### config.mk
export PLATFORM = sky130hd
export DESIGN_NAME = dup_pin_ctrl
export DESIGN_NICKNAME = d
export VERILOG_FILES = /design/src/common/dup_pkg.sv /design/src/dup_pin_ctrl.sv
export SDC_FILE = /design/constraint.sdc
export NUM_CORES = 1
export LEC_CHECK = 0
export BUFFER_PORTS_ARGS = -buffer_cell sky130_fd_sc_hd__buf_2
export CORE_ASPECT_RATIO = 0.7
export CORE_MARGIN = 8
export CORE_UTILIZATION = 37
export DETAILED_ROUTE_END_ITERATION = 10
export GPL_ROUTABILITY_DRIVEN = 0
export PLACE_DENSITY = 0.66
export SKIP_LAST_GASP = 1
export SLEW_MARGIN = 30
export SYNTH_ARGS = -nofsm -noshare
export SYNTH_HDL_FRONTEND = slang
export SYNTH_SLANG_ARGS = --single-unit
### constraint.sdc
create_clock -name pclk -period 1.4 [get_ports pclk]
set_input_delay 0.21 -clock pclk [delete_from_list [all_inputs] [get_ports pclk]]
set_output_delay 0.21 -clock pclk [all_outputs]
set_load 0.02 [all_outputs]
### src/common/dup_pkg.sv
// constants, register layout and types for the dual uart pin-control block
// Functional notes
// - select high: read strobe is active low
// - select low: read strobe pin ignored, tied high
// - select high/floating: write strobe active low
// - select low: direction line high read, low write
// - select high, control bit 3 set: interrupt driven, user output low
// - select high, bit 3 clear: interrupt tristated, user output high
// - select high/floating: master reset active high
// - select low: master reset active low
// - ring indicator low means ring present
// - ring rising edge interrupts when modem-status enabled
// - control bit 1 drives request-to-send low
// - request-to-send high after any reset
// - loopback feeds transmit data into receiver
// - receive ready low when a character waits
// - dma mode 1: high below trigger or empty
// - receive ready also serves dma mode 0
// - select low: one shared open-drain interrupt
`default_nettype none
package dup_pkg;
	localparam int ADDR_W = 12;
	localparam int DATA_W = 32;
	localparam int LVL_W = 8;
	localparam int NCH = 2;
	// register byte offsets
	localparam logic [ADDR_W-1:0] OFS_CTRL_A = 12'h000;
	localparam logic [ADDR_W-1:0] OFS_CTRL_B = 12'h004;
	localparam logic [ADDR_W-1:0] OFS_PIN_STAT = 12'h008;
	localparam logic [ADDR_W-1:0] OFS_INT_STAT = 12'h00c;
	localparam logic [ADDR_W-1:0] OFS_INT_MASK = 12'h010;
	// per-channel modem control word, bit 1 and bit 3 as in the modem control register
	typedef struct packed {
		logic [LVL_W-1:0] trig;
		logic rsv7;
		logic dma_mode;
		logic msi_en;
		logic loopback;
		logic out_ctl;
		logic rsv2;
		logic rts;
		logic rsv0;
	} dup_ctrl_t;
	localparam logic [15:0] CTRL_WMASK = 16'hff7a;
	localparam dup_ctrl_t CTRL_RST = dup_ctrl_t'(16'h0100);
	// interrupt status / mask bits
	localparam int INT_W = 3;
	localparam int INT_RING_A = 0;
	localparam int INT_RING_B = 1;
	localparam int INT_DEV_RST = 2;
	// pin status bits
	localparam int PS_STYLE = 0;
	localparam int PS_DEV_RST = 1;
	localparam int PS_RING_LSB = 2;
	localparam int PS_RXRDY_LSB = 4;
	localparam int PS_RTS_LSB = 6;
	localparam int PS_W = 8;
endpackage
`default_nettype wire

### src/dup_pin_ctrl.sv
// dual uart pin control: host strobe decode, reset polarity, modem pins, apb registers
//
// The APB slave port and the placing of the registers were left to the implementer.
`default_nettype none
module dup_pin_ctrl import dup_pkg::*; #(
	parameter int TRIG_MAX = 128
) (
	input wire logic pclk,
	input wire logic presetn,
	input wire logic [ADDR_W-1:0] paddr,
	input wire logic psel,
	input wire logic penable,
	input wire logic pwrite,
	input wire logic [DATA_W-1:0] pwdata,
	output logic [DATA_W-1:0] prdata,
	output logic pready,
	output logic pslverr,
	output logic irq,
	input wire logic bus_style_sel,
	input wire logic host_cs_n,
	input wire logic read_strobe_n,
	input wire logic write_strobe_n,
	input wire logic master_reset_pin,
	output logic host_read,
	output logic host_write,
	output logic device_reset,
	input wire logic ring_indicator_ch_a,
	input wire logic ring_indicator_ch_b,
	input wire logic core_irq_ch_a,
	input wire logic core_irq_ch_b,
	input wire logic tx_data_ch_a,
	input wire logic tx_data_ch_b,
	input wire logic serial_in_ch_a,
	input wire logic serial_in_ch_b,
	input wire logic [LVL_W-1:0] rx_level_ch_a,
	input wire logic [LVL_W-1:0] rx_level_ch_b,
	output logic rx_to_core_ch_a,
	output logic rx_to_core_ch_b,
	output logic serial_out_ch_a,
	output logic serial_out_ch_b,
	output logic request_to_send_ch_a,
	output logic request_to_send_ch_b,
	output logic user_output_ch_a,
	output logic user_output_ch_b,
	output logic receive_ready_ch_a,
	output logic receive_ready_ch_b,
	output logic interrupt_out_ch_a,
	output logic interrupt_out_ch_a_oe,
	output logic interrupt_out_ch_b,
	output logic interrupt_out_ch_b_oe
);

	// the trigger compare is only as wide as the level inputs
	if (TRIG_MAX < 1 || TRIG_MAX > (1 << LVL_W) - 1) begin : g_bad_trig
		$error("TRIG_MAX out of range for the level width");
	end

	////////////////////////////////////////////////////////////////////////////////
	// register map, one 32-bit word each
	//   ctrl a / ctrl b: [1] rts, [3] out_ctl, [4] loopback, [5] msi_en,
	//     [6] dma_mode, [15:8] receive trigger; reset leaves only trigger 1
	//   pin status (read only): [0] style, [1] device reset, [3:2] ring present,
	//     [5:4] receive ready pins, [7:6] request-to-send pins
	//   interrupt status: write one to clear; an event in the same cycle wins
	//   interrupt mask: same layout as status, resets to all masked
	// unmapped words answer with pslverr, read as zero and ignore writes
	// in separate style bit 3 steers the interrupt pin enable and the user output together, so
	// software is expected to use only one of the two per channel

	////////////////////////////////////////////////////////////////////////////////
	// helpers

	// empty storage always reads as not ready; a trigger of zero acts as one
	// mode 0 answers per character, mode 1 waits for the trigger level;
	// the pin is active low, so a one means nothing to fetch
	function automatic logic rx_ready_n(input logic [LVL_W-1:0] lvl,
			input logic [LVL_W-1:0] trig, input logic mode1);
		logic [LVL_W-1:0] eff;
		eff = (trig == '0) ? LVL_W'(1) : trig;
		if (lvl == '0)
			return 1'b1;
		if (mode1 && lvl < eff)
			return 1'b1;
		return 1'b0;
	endfunction

	function automatic logic is_mapped(input logic [ADDR_W-1:0] a);
		return a == OFS_CTRL_A || a == OFS_CTRL_B || a == OFS_PIN_STAT ||
			a == OFS_INT_STAT || a == OFS_INT_MASK;
	endfunction

	// a write lands only on the edge that completes the access
	function automatic logic wr_hit(input logic en, input logic [ADDR_W-1:0] a,
			input logic [ADDR_W-1:0] ofs);
		return en && a == ofs;
	endfunction

	////////////////////////////////////////////////////////////////////////////////
	// state

	dup_ctrl_t ctrl [NCH];
	logic [INT_W-1:0] int_stat;
	logic [INT_W-1:0] int_mask;
	logic [NCH-1:0] ri_prev;
	logic [NCH-1:0] rts_q;
	logic [NCH-1:0] rxrdy_q;

	// per-channel views of the pin inputs
	logic [NCH-1:0] ri_in;
	logic [NCH-1:0] core_irq;
	logic [NCH-1:0] tx_in;
	logic [NCH-1:0] sin;
	logic [NCH-1:0] chan_int;
	logic [NCH-1:0] ring_rise;
	logic [LVL_W-1:0] lvl [NCH];

	// decode and event terms
	logic next_dev_rst;
	logic wr_en;
	logic [INT_W-1:0] int_set;
	logic [PS_W-1:0] pin_stat;

	assign ri_in = {ring_indicator_ch_b, ring_indicator_ch_a};
	assign core_irq = {core_irq_ch_b, core_irq_ch_a};
	assign tx_in = {tx_data_ch_b, tx_data_ch_a};
	assign sin = {serial_in_ch_b, serial_in_ch_a};
	assign lvl[0] = rx_level_ch_a;
	assign lvl[1] = rx_level_ch_b;

	////////////////////////////////////////////////////////////////////////////////
	// host strobe decode and reset polarity

	always_ff @(posedge pclk or negedge presetn) begin
		if (!presetn) begin
			host_read <= 1'b0;
		end else if (bus_style_sel) begin
			host_read <= !host_cs_n && !read_strobe_n;
		end else begin
			// the separate read strobe is ignored; a high direction line reads
			host_read <= !host_cs_n && write_strobe_n;
		end
	end

	// the write decode is the same low level in both styles
	always_ff @(posedge pclk or negedge presetn) begin
		if (!presetn) begin
			host_write <= 1'b0;
		end else if (bus_style_sel) begin
			host_write <= !host_cs_n && !write_strobe_n;
		end else begin
			host_write <= !host_cs_n && !write_strobe_n;
		end
	end

	assign next_dev_rst = bus_style_sel ? master_reset_pin : !master_reset_pin;

	// style 1 reads the pin as active high, style 0 as active low
	always_ff @(posedge pclk or negedge presetn) begin
		if (!presetn) begin
			device_reset <= 1'b0;
		end else begin
			device_reset <= next_dev_rst;
		end
	end

	////////////////////////////////////////////////////////////////////////////////
	// apb slave: one wait state, answer on the second access cycle

	assign wr_en = psel && penable && pready && pwrite;

	always_ff @(posedge pclk or negedge presetn) begin
		if (!presetn) begin
			pready <= 1'b0;
		end else begin
			pready <= psel && penable && !pready;
		end
	end

	// an unmapped word is refused in the same cycle that answers it
	always_ff @(posedge pclk or negedge presetn) begin
		if (!presetn) begin
			pslverr <= 1'b0;
		end else begin
			pslverr <= psel && penable && !pready && !is_mapped(paddr);
		end
	end

	// read data is captured once and then holds while pready stands
	always_ff @(posedge pclk or negedge presetn) begin
		if (!presetn) begin
			prdata <= '0;
		end else if (psel && penable && !pready && !pwrite) begin
			case (paddr)
				OFS_CTRL_A: prdata <= DATA_W'(16'(ctrl[0]) & CTRL_WMASK);
				OFS_CTRL_B: prdata <= DATA_W'(16'(ctrl[1]) & CTRL_WMASK);
				OFS_PIN_STAT: prdata <= DATA_W'(pin_stat);
				OFS_INT_STAT: prdata <= DATA_W'(int_stat);
				OFS_INT_MASK: prdata <= DATA_W'(int_mask);
				default: prdata <= '0;
			endcase
		end
	end

	// pin status fields sit at the positions the package names
	assign pin_stat[PS_STYLE] = bus_style_sel;
	assign pin_stat[PS_DEV_RST] = device_reset;
	assign pin_stat[PS_RING_LSB +: NCH] = ~ri_in;
	assign pin_stat[PS_RXRDY_LSB +: NCH] = rxrdy_q;
	assign pin_stat[PS_RTS_LSB +: NCH] = rts_q;

	// the device reset returns control words to default, like a power-on reset
	always_ff @(posedge pclk or negedge presetn) begin
		if (!presetn) begin
			ctrl[0] <= CTRL_RST;
			ctrl[1] <= CTRL_RST;
		end else if (device_reset) begin
			ctrl[0] <= CTRL_RST;
			ctrl[1] <= CTRL_RST;
		end else if (wr_hit(wr_en, paddr, OFS_CTRL_A)) begin
			ctrl[0] <= dup_ctrl_t'(pwdata[15:0] & CTRL_WMASK);
		end else if (wr_hit(wr_en, paddr, OFS_CTRL_B)) begin
			ctrl[1] <= dup_ctrl_t'(pwdata[15:0] & CTRL_WMASK);
		end
	end

	always_ff @(posedge pclk or negedge presetn) begin
		if (!presetn) begin
			int_mask <= '0;
		end else if (wr_hit(wr_en, paddr, OFS_INT_MASK)) begin
			int_mask <= pwdata[INT_W-1:0];
		end
	end

	////////////////////////////////////////////////////////////////////////////////
	// ring detection and interrupt status

	assign ring_rise = ri_in & ~ri_prev;
	// the device reset event marks only the first cycle of a reset
	assign int_set[INT_DEV_RST] = next_dev_rst && !device_reset;
	assign int_set[INT_RING_B:INT_RING_A] = ring_rise;

	// idle ring lines are high, so the history resets high to avoid a false edge
	always_ff @(posedge pclk or negedge presetn) begin
		if (!presetn) begin
			ri_prev <= {NCH{1'b1}};
		end else begin
			ri_prev <= ri_in;
		end
	end

	// a new event in the clearing cycle survives the write of one
	always_ff @(posedge pclk or negedge presetn) begin
		if (!presetn) begin
			int_stat <= '0;
		end else if (wr_hit(wr_en, paddr, OFS_INT_STAT)) begin
			int_stat <= (int_stat & ~pwdata[INT_W-1:0]) | int_set;
		end else begin
			int_stat <= int_stat | int_set;
		end
	end

	// the output lags the status by one cycle so that it comes from a flop
	always_ff @(posedge pclk or negedge presetn) begin
		if (!presetn) begin
			irq <= 1'b0;
		end else begin
			irq <= |(int_stat & int_mask);
		end
	end

	// ring only reaches the channel pin when modem-status interrupts are on
	always_comb begin
		for (int i = 0; i < NCH; i++) begin
			chan_int[i] = core_irq[i] || (int_stat[i] && ctrl[i].msi_en);
		end
	end

	////////////////////////////////////////////////////////////////////////////////
	// modem and serial pins

	// the pin follows the bit one cycle later; a device reset raises it
	always_ff @(posedge pclk or negedge presetn) begin
		if (!presetn) begin
			rts_q <= {NCH{1'b1}};
		end else begin
			for (int i = 0; i < NCH; i++) begin
				rts_q[i] <= !ctrl[i].rts;
			end
		end
	end

	assign request_to_send_ch_a = rts_q[0];
	assign request_to_send_ch_b = rts_q[1];

	// in separate style one bit steers both the pin enable and this output
	always_ff @(posedge pclk or negedge presetn) begin
		if (!presetn) begin
			user_output_ch_a <= 1'b1;
		end else begin
			user_output_ch_a <= !ctrl[0].out_ctl;
		end
	end

	always_ff @(posedge pclk or negedge presetn) begin
		if (!presetn) begin
			user_output_ch_b <= 1'b1;
		end else begin
			user_output_ch_b <= !ctrl[1].out_ctl;
		end
	end

	// separate style: each channel drives its own pin while bit 3 enables it
	always_ff @(posedge pclk or negedge presetn) begin
		if (!presetn) begin
			interrupt_out_ch_a <= 1'b0;
			interrupt_out_ch_a_oe <= 1'b0;
		end else if (bus_style_sel) begin
			interrupt_out_ch_a <= chan_int[0];
			interrupt_out_ch_a_oe <= ctrl[0].out_ctl;
		end else begin
			// open drain: pull low only while any channel requests
			interrupt_out_ch_a <= 1'b0;
			interrupt_out_ch_a_oe <= |chan_int;
		end
	end

	// combined style leaves the channel b pin unused and released
	always_ff @(posedge pclk or negedge presetn) begin
		if (!presetn) begin
			interrupt_out_ch_b <= 1'b0;
			interrupt_out_ch_b_oe <= 1'b0;
		end else if (bus_style_sel) begin
			interrupt_out_ch_b <= chan_int[1];
			interrupt_out_ch_b_oe <= ctrl[1].out_ctl;
		end else begin
			interrupt_out_ch_b <= 1'b0;
			interrupt_out_ch_b_oe <= 1'b0;
		end
	end

	// loopback disconnects the external line from the receiver
	always_ff @(posedge pclk or negedge presetn) begin
		if (!presetn) begin
			rx_to_core_ch_a <= 1'b1;
			rx_to_core_ch_b <= 1'b1;
		end else begin
			rx_to_core_ch_a <= ctrl[0].loopback ? tx_in[0] : sin[0];
			rx_to_core_ch_b <= ctrl[1].loopback ? tx_in[1] : sin[1];
		end
	end

	// the transmit pin idles high while its data is looped back
	always_ff @(posedge pclk or negedge presetn) begin
		if (!presetn) begin
			serial_out_ch_a <= 1'b1;
			serial_out_ch_b <= 1'b1;
		end else begin
			serial_out_ch_a <= ctrl[0].loopback ? 1'b1 : tx_in[0];
			serial_out_ch_b <= ctrl[1].loopback ? 1'b1 : tx_in[1];
		end
	end

	// the level is compared each cycle, so the pin lags storage by one cycle
	always_ff @(posedge pclk or negedge presetn) begin
		if (!presetn) begin
			rxrdy_q <= {NCH{1'b1}};
		end else begin
			for (int i = 0; i < NCH; i++) begin
				rxrdy_q[i] <= rx_ready_n(lvl[i], ctrl[i].trig, ctrl[i].dma_mode);
			end
		end
	end

	assign receive_ready_ch_a = rxrdy_q[0];
	assign receive_ready_ch_b = rxrdy_q[1];

endmodule // dup_pin_ctrl
`default_nettype wire

Word-level counts from Yosys, hierarchy flattened. Index checks and enable logic that the tools add are counted.

Register bits after elaboration: 86. Output and inout bits: 52. Logic and storage cells: 127. Bits of input ports: 78.

Order comparisons: 2. Equal/unequal tests: 5. Mux-type cells: 32. Bitwise logic cells: 8. Reduce and logical (&&, ||, !) cells: 46.

Operators by type and width (number): 16-bit one-hot mux with 5 select lines (1); 16-bit 2-to-1 mux (3); 8-bit zero test (4); 32-bit 2-to-1 mux (1); 12-bit by 4-bit equality test with 1-bit output (second input constant) (2); 1-bit 2-to-1 mux (24); 1-bit logical AND (18); 8-bit less-than comparator (2); 8-bit 2-to-1 mux (2); 12-bit by 3-bit equality test with 1-bit output (second input constant) (1); 12-bit by 5-bit equality test with 1-bit output (second input constant) (1); 1-bit zero test (12); 12-bit zero test (1); 3-bit AND (2); 1-bit logical OR (6); 3-bit OR (2); 2-bit inverter (2); 2-bit nonzero test (2); 3-bit 2-to-1 mux (1); 3-bit inverter (1); 3-bit OR reduction (1); 2-bit AND (1); 2-bit inequality test (second input constant) (1); 2-bit AND reduction (1); 2-bit OR reduction (1).

Logic depth before layout (Yosys ltp). Gate-level depths: netlist of the first run.

Depth in word-level cells: 8. Depth in mapped cells: 7. Mapped depth without buffers: 6.

Least setup slack after synthesis of the first run. No wires, ideal clock.

Path type: input to register. Start point: input paddr[9]. End point: register int_mask[0]. Stages on the path: 5. Data required time: 1.275 ns. Setup slack: -0.579 ns. Arrival: 1.854 ns. Path buffers: 1. Setup time: 0.125 ns. Cells stage by stage: or4_1 buf_6 or3_1 nor3_2 mux2_2.

Cells in the longest elaborated chain, start to end: 2.

RTL lines: from (decl) (RTL line dup_pin_ctrl.sv:10) `input wire logic [ADDR_W-1:0] paddr,`; 12-bit by 5-bit equality test with 1-bit output (RTL line dup_pin_ctrl.sv:95) `return en && a == ofs;`; 1-bit logical AND (RTL line dup_pin_ctrl.sv:95); to (signal assigned) (RTL line dup_pin_ctrl.sv:230) `int_mask <= pwdata[INT_W-1:0];`; to (decl) (RTL line dup_pin_ctrl.sv:103) `logic [INT_W-1:0] int_mask;`.

Every way passes these cells. A chain may end at the register's enable or synchronous reset.

Worst setup path after layout of the first run.
Start point: input paddr[10]. End point: register int_mask[2].

The elaborated chain is that of the path after synthesis.

==> reports/metrics.cfg, run 1 <==
[synthesis]
syn_area_mm2 = 0.00359
yosysTopAreaCellShare_pct = 39.0
yosys.area_share.simple_pct = 16.8
synth_async_sr_flop_share_pct = 100
muxShareOfSynthArea_pct = 8.82
synthTopCellsByArea = dfrtp_1 39%, dfstp_2 10%, mux2i_1 7.2%
synth_top_family_by_area = simple AND/OR/NAND/NOR gates
synth_ff_type = dfrtp_1
yosysWarnings = 0
synth-edff-count = 0
synth_fa_ha_area_share_pct = 4.88
synthXorXnorAreaFrac_pct = 0.244
synth_cells = 349
syn_area_per_cell_um2 = 10.3
ys_seq_area_share_pct = 49.3
synth_largest_area_cell = dfrtp_1
synth.ff_latch_count = 70
synth_compound_area_share_pct = 10.9
ys_types = 47

[setup_path]
path_max_fanout = 3
r2r_slack_ps = -210
endpoint_kind = flip-flop
rr_startpoint = pready
crit_required_ps = 1610
r2r_cells = 6
r2r-end = ctrl[6]
critPathLaunchType = input port
arrival_ps = 1850
crit_type = input port to flip-flop

[min_path]
holdPathStages = 2
holdPathEnd = host_write
holdCritPathClass = input port to flip-flop
hold_path.startpoint = host_cs_n

[final_layout]
drive_gt1_share_pct = 46.7
fin_area_mm2 = 0.00519
fin_util_pct = 54.3
diodes = 0
nFillCells = 841
nets = 586
syn_to_final_growth_pct = 44.7

[floorplan]
floorplan.initialDensity_pct = 37.5
die_area_mm2 = 0.0132
core_mm2 = 0.00957
row_count = 30
dieWidth_um = 134
fp.dieH_um = 98.4
ioPinCount = 130

[global_routing]
grt_max_degree = 71
grt_pass1_wl_mm = 17.0
antenna_found_initial = 0
grt_overflow = 0
grtUsageTotal_pct = 16.3
grt_pass1_vias = 3366

[detailed_routing]
vias_per_cell = 5.05
remaining_drc_errors = 0
drtAntennaViolNets = 0
wire_per_inst_um = 17.3
vias = 3166
drt_iter0_drc = 215
wl_mm = 10.8
dr.pass1.iters = 4

[timing]
fin_crit_sh_pct = 117
clock_skew_ps = 5.50
finalMaxSlewViolations = 0
setup_viol_count_final = 49
layout_setup_ws_ps = -233
final-hold-violation-count = 0
period_minus_slack_ps = 1630
whs_ps = 40.8
rsz0062_at_grt = true
timing.fmax_ghz = 0.612

[clocking]
root_buffer = clkbuf_16
cts_max_level = 3
cts_sinks = 70
path_clk_slew_ps = 50
clk_path_buf_depth = 2
cts_tree = yes
numCtsBuffers = 9
clock_latency_ps = 330

[flow_run]
cap_violations = 0

[outcome]
violations = setup timing
status = finished with violations

[place]
place_area_mm2 = 0.00445
port_buffers = 96
hpwl_mm = 7.96

[power_and_ir_drop]
finalPower_mw = 4.84
p_leak_nw = 2.51
ir_worst_vdd_v = 0.000739
powerDensity_mw_per_mm2 = 932

-- area by class of cell --
class / instances / area (um2) / area share, %
multi-input cells: 235 / 1850 / 35.7
flip-flops and latches: 70 / 1770 / 34.1
repair buffers: 152 / 1020 / 19.6
clock buffers: 12 / 246 / 4.75
well taps: 128 / 160 / 3.08
inverters: 26 / 100 / 1.93
clock inverters: 4 / 47.5 / 0.915
-- worst max-delay path, stage by stage --
cell and delay [ps]:
buf_6 90, or4_4 550, or3_4 390, nor3_4 290, mux2_4 320
-- cell usage in the layout, fill, tap and decap left out, drive strengths merged, types with 14 or more instances in the layout --
| master | synthesis | layout |
|---|---|---|
| buf | 22 | 147 |
| inv | 26 | 26 |
| dfrtp | 56 | 56 |
| dfstp | 14 | 14 |
| clkbuf | 12 | 14 |
| conb | 1 | 16 |
| nand2 | 59 | 59 |
| o21ai | 19 | 19 |
| mux2i | 26 | 26 |
| ha | 14 | 14 |
-- worst max path at each step --
| stage | to | slack, ps | startpoint |
|---|---|---|---|
| global placement | int_mask[2] | -510 | paddr[9] |
| detailed placement | int_mask[2] | -520 | paddr[9] |
| floorplan | int_mask[0] | -520 | paddr[9] |
| finish | int_mask[2] | -230 | paddr[10] |
| CTS | ctrl[6] | -220 | pready |
| global route | ctrl[6] | -270 | pready |
-- Yosys cell counts, types with 2 or more instances --
master and instances:
nand2_1 59, dfrtp_1 56, inv_1 26, mux2i_1 26
o21ai_0 18, buf_4 16, dfstp_2 14, ha_1 14
clkbuf_1 12, nor2_1 11, a22oi_1 9, nor4_1 9
a21oi_1 6, a222oi_1 6, nand4_1 6, mux2_2 5
nand2b_1 4, or3_1 4, a211oi_1 3, a221oi_1 3
buf_6 3, nor2b_1 3, or2_2 3, or4_1 3
a21o_1 2, and2_1 2, buf_2 2, nor3_1 2
nor4_4 2, o2bb2ai_1 2, or3b_2 2
-- through the flow --
| step | worst slack [ps] | instances | setup TNS [ps] |
|---|---|---|---|
| floorplan | -520 | 364 | -15040 |
| global placement | -511 | 597 | -21130 |
| detailed placement | -524 | 597 | -22560 |
| CTS | -217 | 620 | -6320 |
| global route | -271 | 627 | -9660 |
| finish | -233 | 627 | -6410 |
-- where the power goes --
group,internal (mW),leakage [nW],switching [mW]
Sequential,2.06,0.901,0.0126
Clock,1.42,0.143,0.796
Combinational,0.217,1.47,0.334
-- layer usage --
metal | up-vias | global-route usage (%) | routed length [um]
li1 | 1490 | - | -
met2 | 123 | 24.6 | 4890
met1 | 1539 | 20.9 | 4680
met3 | 14 | 6.35 | 1130
met5 | - | 0 | 0
met4 | 0 | 5.33 | 135
-- what timing repair did --
item / CTS / global route
endpoints found under the hold margin: 58 / 0
gates resized for setup: 20 / 53
endpoints found under the setup margin: 50 / 50
buffers inserted: 2 / 6
pin swaps: 6 / 37
gates cloned: 2 / 3
hold buffers: 3 / 0
-- sequential cells by signal, summed over array words and instances (netlist names), 2 cells and up --
signal	count
ctrl	26
prdata	16
int_mask	3
int_stat	3
ri_prev	2
rts_q	2
rxrdy_q	2
-- logic make-up (layout without fill, tap and decap cells) --
group,Yosys count,count (layout)
compound gates,57,57
xor+xnor,1,1
fa+ha+maj,14,14
buf+inv,60,194
flops,70,70
mux,31,31
other cells,1,16
simple gates,115,116
Power figures use the tool's default switching activity.
==> inputs of run 2 (changes only) <==
clock period = 1.3 ns   (was 1.4 ns; I/O delays follow)
==> reports/metrics.cfg, run 2 (same netlist as run 1, synthesis figures left out) <==
[detailed_routing]
vias = 3244  ; +2.5%
remaining_drc_errors = 0  ; unchanged
drt_iter0_drc = 211  ; -1.9%
vias_per_cell = 5.10  ; +1.0%
drtAntennaViolNets = 0  ; unchanged
wire_per_inst_um = 18.7  ; +8.3%
dr.pass1.iters = 4  ; unchanged
wl_mm = 11.9  ; +9.9%

[place]
port_buffers = 96  ; unchanged
hpwl_mm = 8.50  ; +6.7%
pre_cts_slack_ps = -627  ; -103 ps

[floorplan]
core_mm2 = 0.00957  ; unchanged
fp.dieH_um = 98.4  ; unchanged
floorplan.initialDensity_pct = 37.5  ; unchanged
dieWidth_um = 134  ; unchanged
ioPinCount = 130  ; unchanged
die_area_mm2 = 0.0132  ; unchanged
row_count = 30  ; unchanged

[global_routing]
grtUsageTotal_pct = 16.6  ; +0.27 points
grt_pass1_wl_mm = 17.2  ; +1.1%
grt_max_degree = 30  ; -58%
grt_pass1_vias = 3363  ; -0.089%
globalRoute.busiestLayer = met2
antenna_found_initial = 0  ; unchanged
met1_usage_pct = 20.7  ; -0.24 points
grtUsageMet3_pct = 9.35  ; +3.0 points
grt_overflow = 0  ; unchanged
grtUsageMet2_pct = 24.6  ; unchanged

[final_layout]
seq_area_mm2 = 0.00177  ; unchanged
largestRegisters = ctrl: 26 flops, prdata: 16 flops
largest_reg_flops = 26  ; unchanged
nets = 595  ; +1.5%
regMostFlops = ctrl
final_common_cell = buf_2
fin_util_pct = 55.7  ; +1.5 points
multi_input_area_mm2 = 0.00186  ; +0.13%
syn_to_final_growth_pct = 48.6
nFillCells = 825  ; -1.9%
diodes = 0  ; unchanged
mostFrequentLayoutCells = 93 x buf_2, 56 x nand2_1, 56 x dfrtp_1
drive_gt1_share_pct = 48.4  ; +1.7 points

[setup_path]
rr_startpoint = pready
crit_start = pready
arrival_ps = 1930  ; +80 ps
critPathLaunchType = flip-flop
crit_type = flip-flop to flip-flop
crit_required_ps = 1540  ; -70 ps
endpoint = ctrl[3]
r2r_slack_ps = -390  ; -180 ps
endpoint_kind = flip-flop
r2r-end = ctrl[3]
path_max_fanout = 7  ; +4
r2r_cells = 7  ; +1

[timing]
fin_crit_sh_pct = 130
clock_skew_ps = 6.87  ; +1.37 ps
rsz0062_at_grt = true
final-hold-violation-count = 0  ; unchanged
finalMaxSlewViolations = 0  ; unchanged
setup_viol_count_final = 50  ; +2.0%
timing.fmax_ghz = 0.593
period_minus_slack_ps = 1690
layout_setup_ws_ps = -386  ; -153 ps

[clocking]
cts_tree = yes
path_clk_slew_ps = 60  ; about the same
clk_path_buf_depth = 2  ; unchanged
root_buffer = clkbuf_16
cts_max_level = 3  ; unchanged
clock_latency_ps = 330  ; about the same
cts_sinks = 70  ; unchanged
numCtsBuffers = 9  ; unchanged

[min_path]
holdPathStages = 2  ; unchanged
holdCritPathClass = input port to flip-flop

[power_and_ir_drop]
p_leak_nw = 2.57  ; +2.4%
ir_worst_vdd_v = 0.000743  ; +0.51%
powerDensity_mw_per_mm2 = 1000  ; +7.5%

[outcome]
violations = setup timing
status = finished with violations

[flow_run]
cap_violations = 0  ; unchanged

run 2: cell types whose count changed in the layout (fill, tap and decap cells not counted), sizes merged:
cell	before	now
buf	147	158
clkbuf	14	12
clkinv	2	1
nand3b	2	1
clkinvlp	1	3
run 2: stage by stage:
step           instance area, um2  setup TNS, ps  cells  hold WS [ps]  total power, mW
2_1_floorplan                3700         -19220    364          -101             2.56
3_3_place_gp                 4490         -25450    601           149             2.79
6_report                     5330         -14400    636          26.2             5.35
3_5_place_dp                 4490         -26800    601           152             2.81
5_1_grt                      5330         -17400    636          14.8             5.53
4_1_cts                      5010         -11460    627          10.1             5.35
run 2: cell type report:
| class | instances | share of cell area, % |
|---|---|---|
| clock inverter | 5 | 1.08 |
| sequential | 70 | 33.2 |
| tap | 128 | 3.00 |
| inverter | 26 | 1.88 |
| multi-input combinational | 234 | 34.8 |
| clock buffer | 11 | 4.74 |
| timing repair buffer | 162 | 21.3 |
run 2: repair_timing:
action,in CTS,in global routing
gates cloned,1,4
buffers inserted,6,7
endpoints found under the hold margin,17,0
gates resized for setup,20,70
hold buffers,3,0
pin swaps,15,41
endpoints found under the setup margin,50,51
run 2: power breakdown:
group	leakage [nW]	total, mW	switching [mW]	internal (mW)
logic	1.53	0.621	0.381	0.240
registers	0.901	2.23	0.0101	2.22
clock network	0.144	2.50	0.911	1.58
total	2.57	5.35	1.30	4.04
run 2: how the worst min path moves through the flow:
stage	slack, ps	end	startpoint
final	30	host_write	host_cs_n
after detailed placement	150	pslverr	presetn
after global placement	150	pslverr	presetn
after global routing	10	host_write	write_strobe_n
after CTS	10	host_write	write_strobe_n
after floorplan	-100	ctrl[10]	presetn
run 2: critical path, stage by stage, from the launching register on:
cell,delay [ps]
dfrtp_1,350
nand4_1,160
buf_4,190
nor4_4,270
buf_4,190
nand3b_4,110
buf_12,160
mux2i_1,160
run 2: routing by layer:
layer  vias up  wire length, um
met5         -                0
met4         0              159
met3        17             1300
met2       141             5550
met1      1578             4910
li1       1508                -
==> inputs of run 3 (changes only) <==
CORE_ASPECT_RATIO = 1.4   (was 0.7)
CORE_UTILIZATION = 45   (was 37)
PLACE_DENSITY = 0.78   (was 0.66)
SETUP_SLACK_MARGIN = 0.05   (was not set)
==> reports/metrics.cfg, run 3 (same netlist as run 1, synthesis figures left out) <==
[setup_path]
path_common_cell = buf_4
crit_type = flip-flop to flip-flop
endpoint_kind = flip-flop
cp_slowest_stage_delay_ps = 380  ; +30 ps
cp_slowest_cell = dfrtp_1
worstPathCellList = nand4_1 > buf_4 > nor4_4 > buf_4 > nand3b_4 > mux2i_1
critPathLaunchType = flip-flop
crit_required_ps = 1570  ; +30 ps
arrival_ps = 1960  ; +30 ps
path_max_fanout = 7  ; unchanged

[floorplan]
fp.dieH_um = 122  ; +24%
core_mm2 = 0.00775  ; -19%
ioPinCount = 130  ; unchanged
die_area_mm2 = 0.0111  ; -15%
row_count = 38  ; +27%
floorplan.initialDensity_pct = 46.3  ; +8.8 points
dieWidth_um = 91.5  ; -32%

[final_layout]
largestRegisters = ctrl: 26 flops, prdata: 16 flops
nets = 590  ; -0.84%
syn_to_final_growth_pct = 45.2
final_common_cell = buf_2
nFillCells = 552  ; -33%
regMostFlops = ctrl
fin_area_mm2 = 0.00521  ; -2.3%
diodes = 0  ; unchanged
drive_gt1_share_pct = 48.9  ; +0.48 points
largest_reg_flops = 26  ; unchanged
mostFrequentLayoutCells = 89 x buf_2, 56 x dfrtp_1, 49 x nand2_1

[timing]
finalMaxSlewViolations = 0  ; unchanged
final-hold-violation-count = 0  ; unchanged
layout_setup_ws_ps = -391  ; -5.00 ps
period_minus_slack_ps = 1690  ; +5.00 ps
fin_crit_sh_pct = 130  ; +0.38 points
clock_skew_ps = 12.7  ; +5.85 ps
tns_ps = -14620  ; -218 ps
rsz0062_at_grt = true
timing.fmax_ghz = 0.591  ; -0.30%
setup_viol_count_final = 51  ; +2.0%

[power_and_ir_drop]
pwr-share-comb_pct = 12.7  ; +1.1 points
p_seq_share_pct = 46.2  ; +4.5 points
ir_worst_vdd_v = 0.000661  ; -11%
p_switching_mw = 1.24  ; -5.0%
finalPower_mw = 4.83  ; -9.6%
p_leak_nw = 2.53  ; -1.6%
p_sw_share_pct = 25.6  ; +1.2 points
clkPwrFrac_pct = 41.1  ; -5.6 points
powerDensity_mw_per_mm2 = 927  ; -7.5%
intPower_mw = 3.60  ; -11%

[detailed_routing]
wl_mm = 11.7  ; -2.0%
remaining_drc_errors = 0  ; unchanged
dr.pass1.iters = 4  ; unchanged
drtAntennaViolNets = 0  ; unchanged
drt_iter0_drc = 296  ; +40%
vias_per_cell = 5.56  ; +9.0%
wire_per_inst_um = 19.4  ; +3.4%
vias = 3354  ; +3.4%

[outcome]
violations = setup timing
status = finished with violations

[clocking]
cts_tree = yes
clock_latency_ps = 350  ; +20 ps
cts_max_level = 3  ; unchanged
path_clk_slew_ps = 80  ; +20 ps
numCtsBuffers = 9  ; unchanged
root_buffer = clkbuf_8
clk_path_buf_depth = 2  ; unchanged
cts_sinks = 70  ; unchanged

[global_routing]
grtUsageTotal_pct = 20.8  ; +4.2 points
grt_max_degree = 71  ; +140%
grt_overflow = 0  ; unchanged
grt_pass1_vias = 3725  ; +11%
grt_pass1_wl_mm = 18.2  ; +5.9%
antenna_found_initial = 0  ; unchanged

[place]
port_buffers = 96  ; unchanged
place_area_mm2 = 0.00443  ; -1.2%
hpwl_mm = 7.51  ; -12%

[flow_run]
cap_violations = 0  ; unchanged

[min_path]
holdCritPathClass = input port to flip-flop

[run 3: per-layer routing]
metal	wire (um)	share of wire [%]	global-route usage, %	up-vias
li1	-	-	-	1504
met1	4230	36	21.7	1624
met2	6050	52	36.9	178
met3	818	7.0	5.05	48
met4	584	5.0	12.6	0
met5	0	0	0	-
[run 3: critical path: cells and delay by family (launching register included)]
| family | cells | cell delay [ps] |
|---|---|---|
| and+or+nand+nor | 3 | 600 |
| muxes | 1 | 220 |
| DFF | 1 | 380 |
| buffers and inverters | 2 | 410 |
[run 3: power groups by stage]
stage / Combinational, mW / Sequential, mW / Clock (mW)
final: 0.615 / 2.23 / 1.99
after global routing: 0.673 / 2.23 / 2.11
after CTS: 0.588 / 2.23 / 1.96
after detailed placement: 0.530 / 2.27 / 0
after global placement: 0.514 / 2.27 / 0
after floorplan: 0.252 / 2.31 / 0
[run 3: final cells by class]
cell class	count	area, um2	share of cell area (%)
well taps	100	125	2.40
repair buffers	156	1120	21.5
clock inverters	5	82.6	1.58
multi-input cells	235	1880	36.0
inverters	26	97.6	1.87
flip-flops and latches	70	1770	33.9
clock buffers	11	141	2.71
[run 3: stage by stage]
| step | setup slack [ps] | std cells | utilization, % | hold slack [ps] |
|---|---|---|---|---|
| 4_1_cts | -385 | 599 | 64.9 | 11.6 |
| 3_5_place_dp | -662 | 570 | 57.2 | 249 |
| 3_3_place_gp | -604 | 570 | 57.2 | 245 |
| 2_1_floorplan | -605 | 364 | - | -101 |
| 5_1_grt | -483 | 603 | 67.2 | 0.0226 |
| 6_report | -391 | 603 | 67.2 | 8.16 |
[run 3: worst paths after layout]
path	start	to	slack (ps)	depth (start not counted)
min reg2reg	ctrl[1]	rts_q[1]	410	1
min	host_cs_n	host_write	8	2
min in group asynchronous	presetn	device_reset	400	3
max	pready	ctrl[12]	-390	6
max reg2reg	pready	ctrl[12]	-390	6
max in group asynchronous	presetn	ri_prev[1]	580	3
[run 3: timing repair]
action,CTS,global route
resized for setup,63,45
hold endpoints to repair,58,0
gates cloned,5,1
endpoints found under the setup margin,52,54
pin swaps,32,27
hold buffers,3,0
buffers inserted,6,6
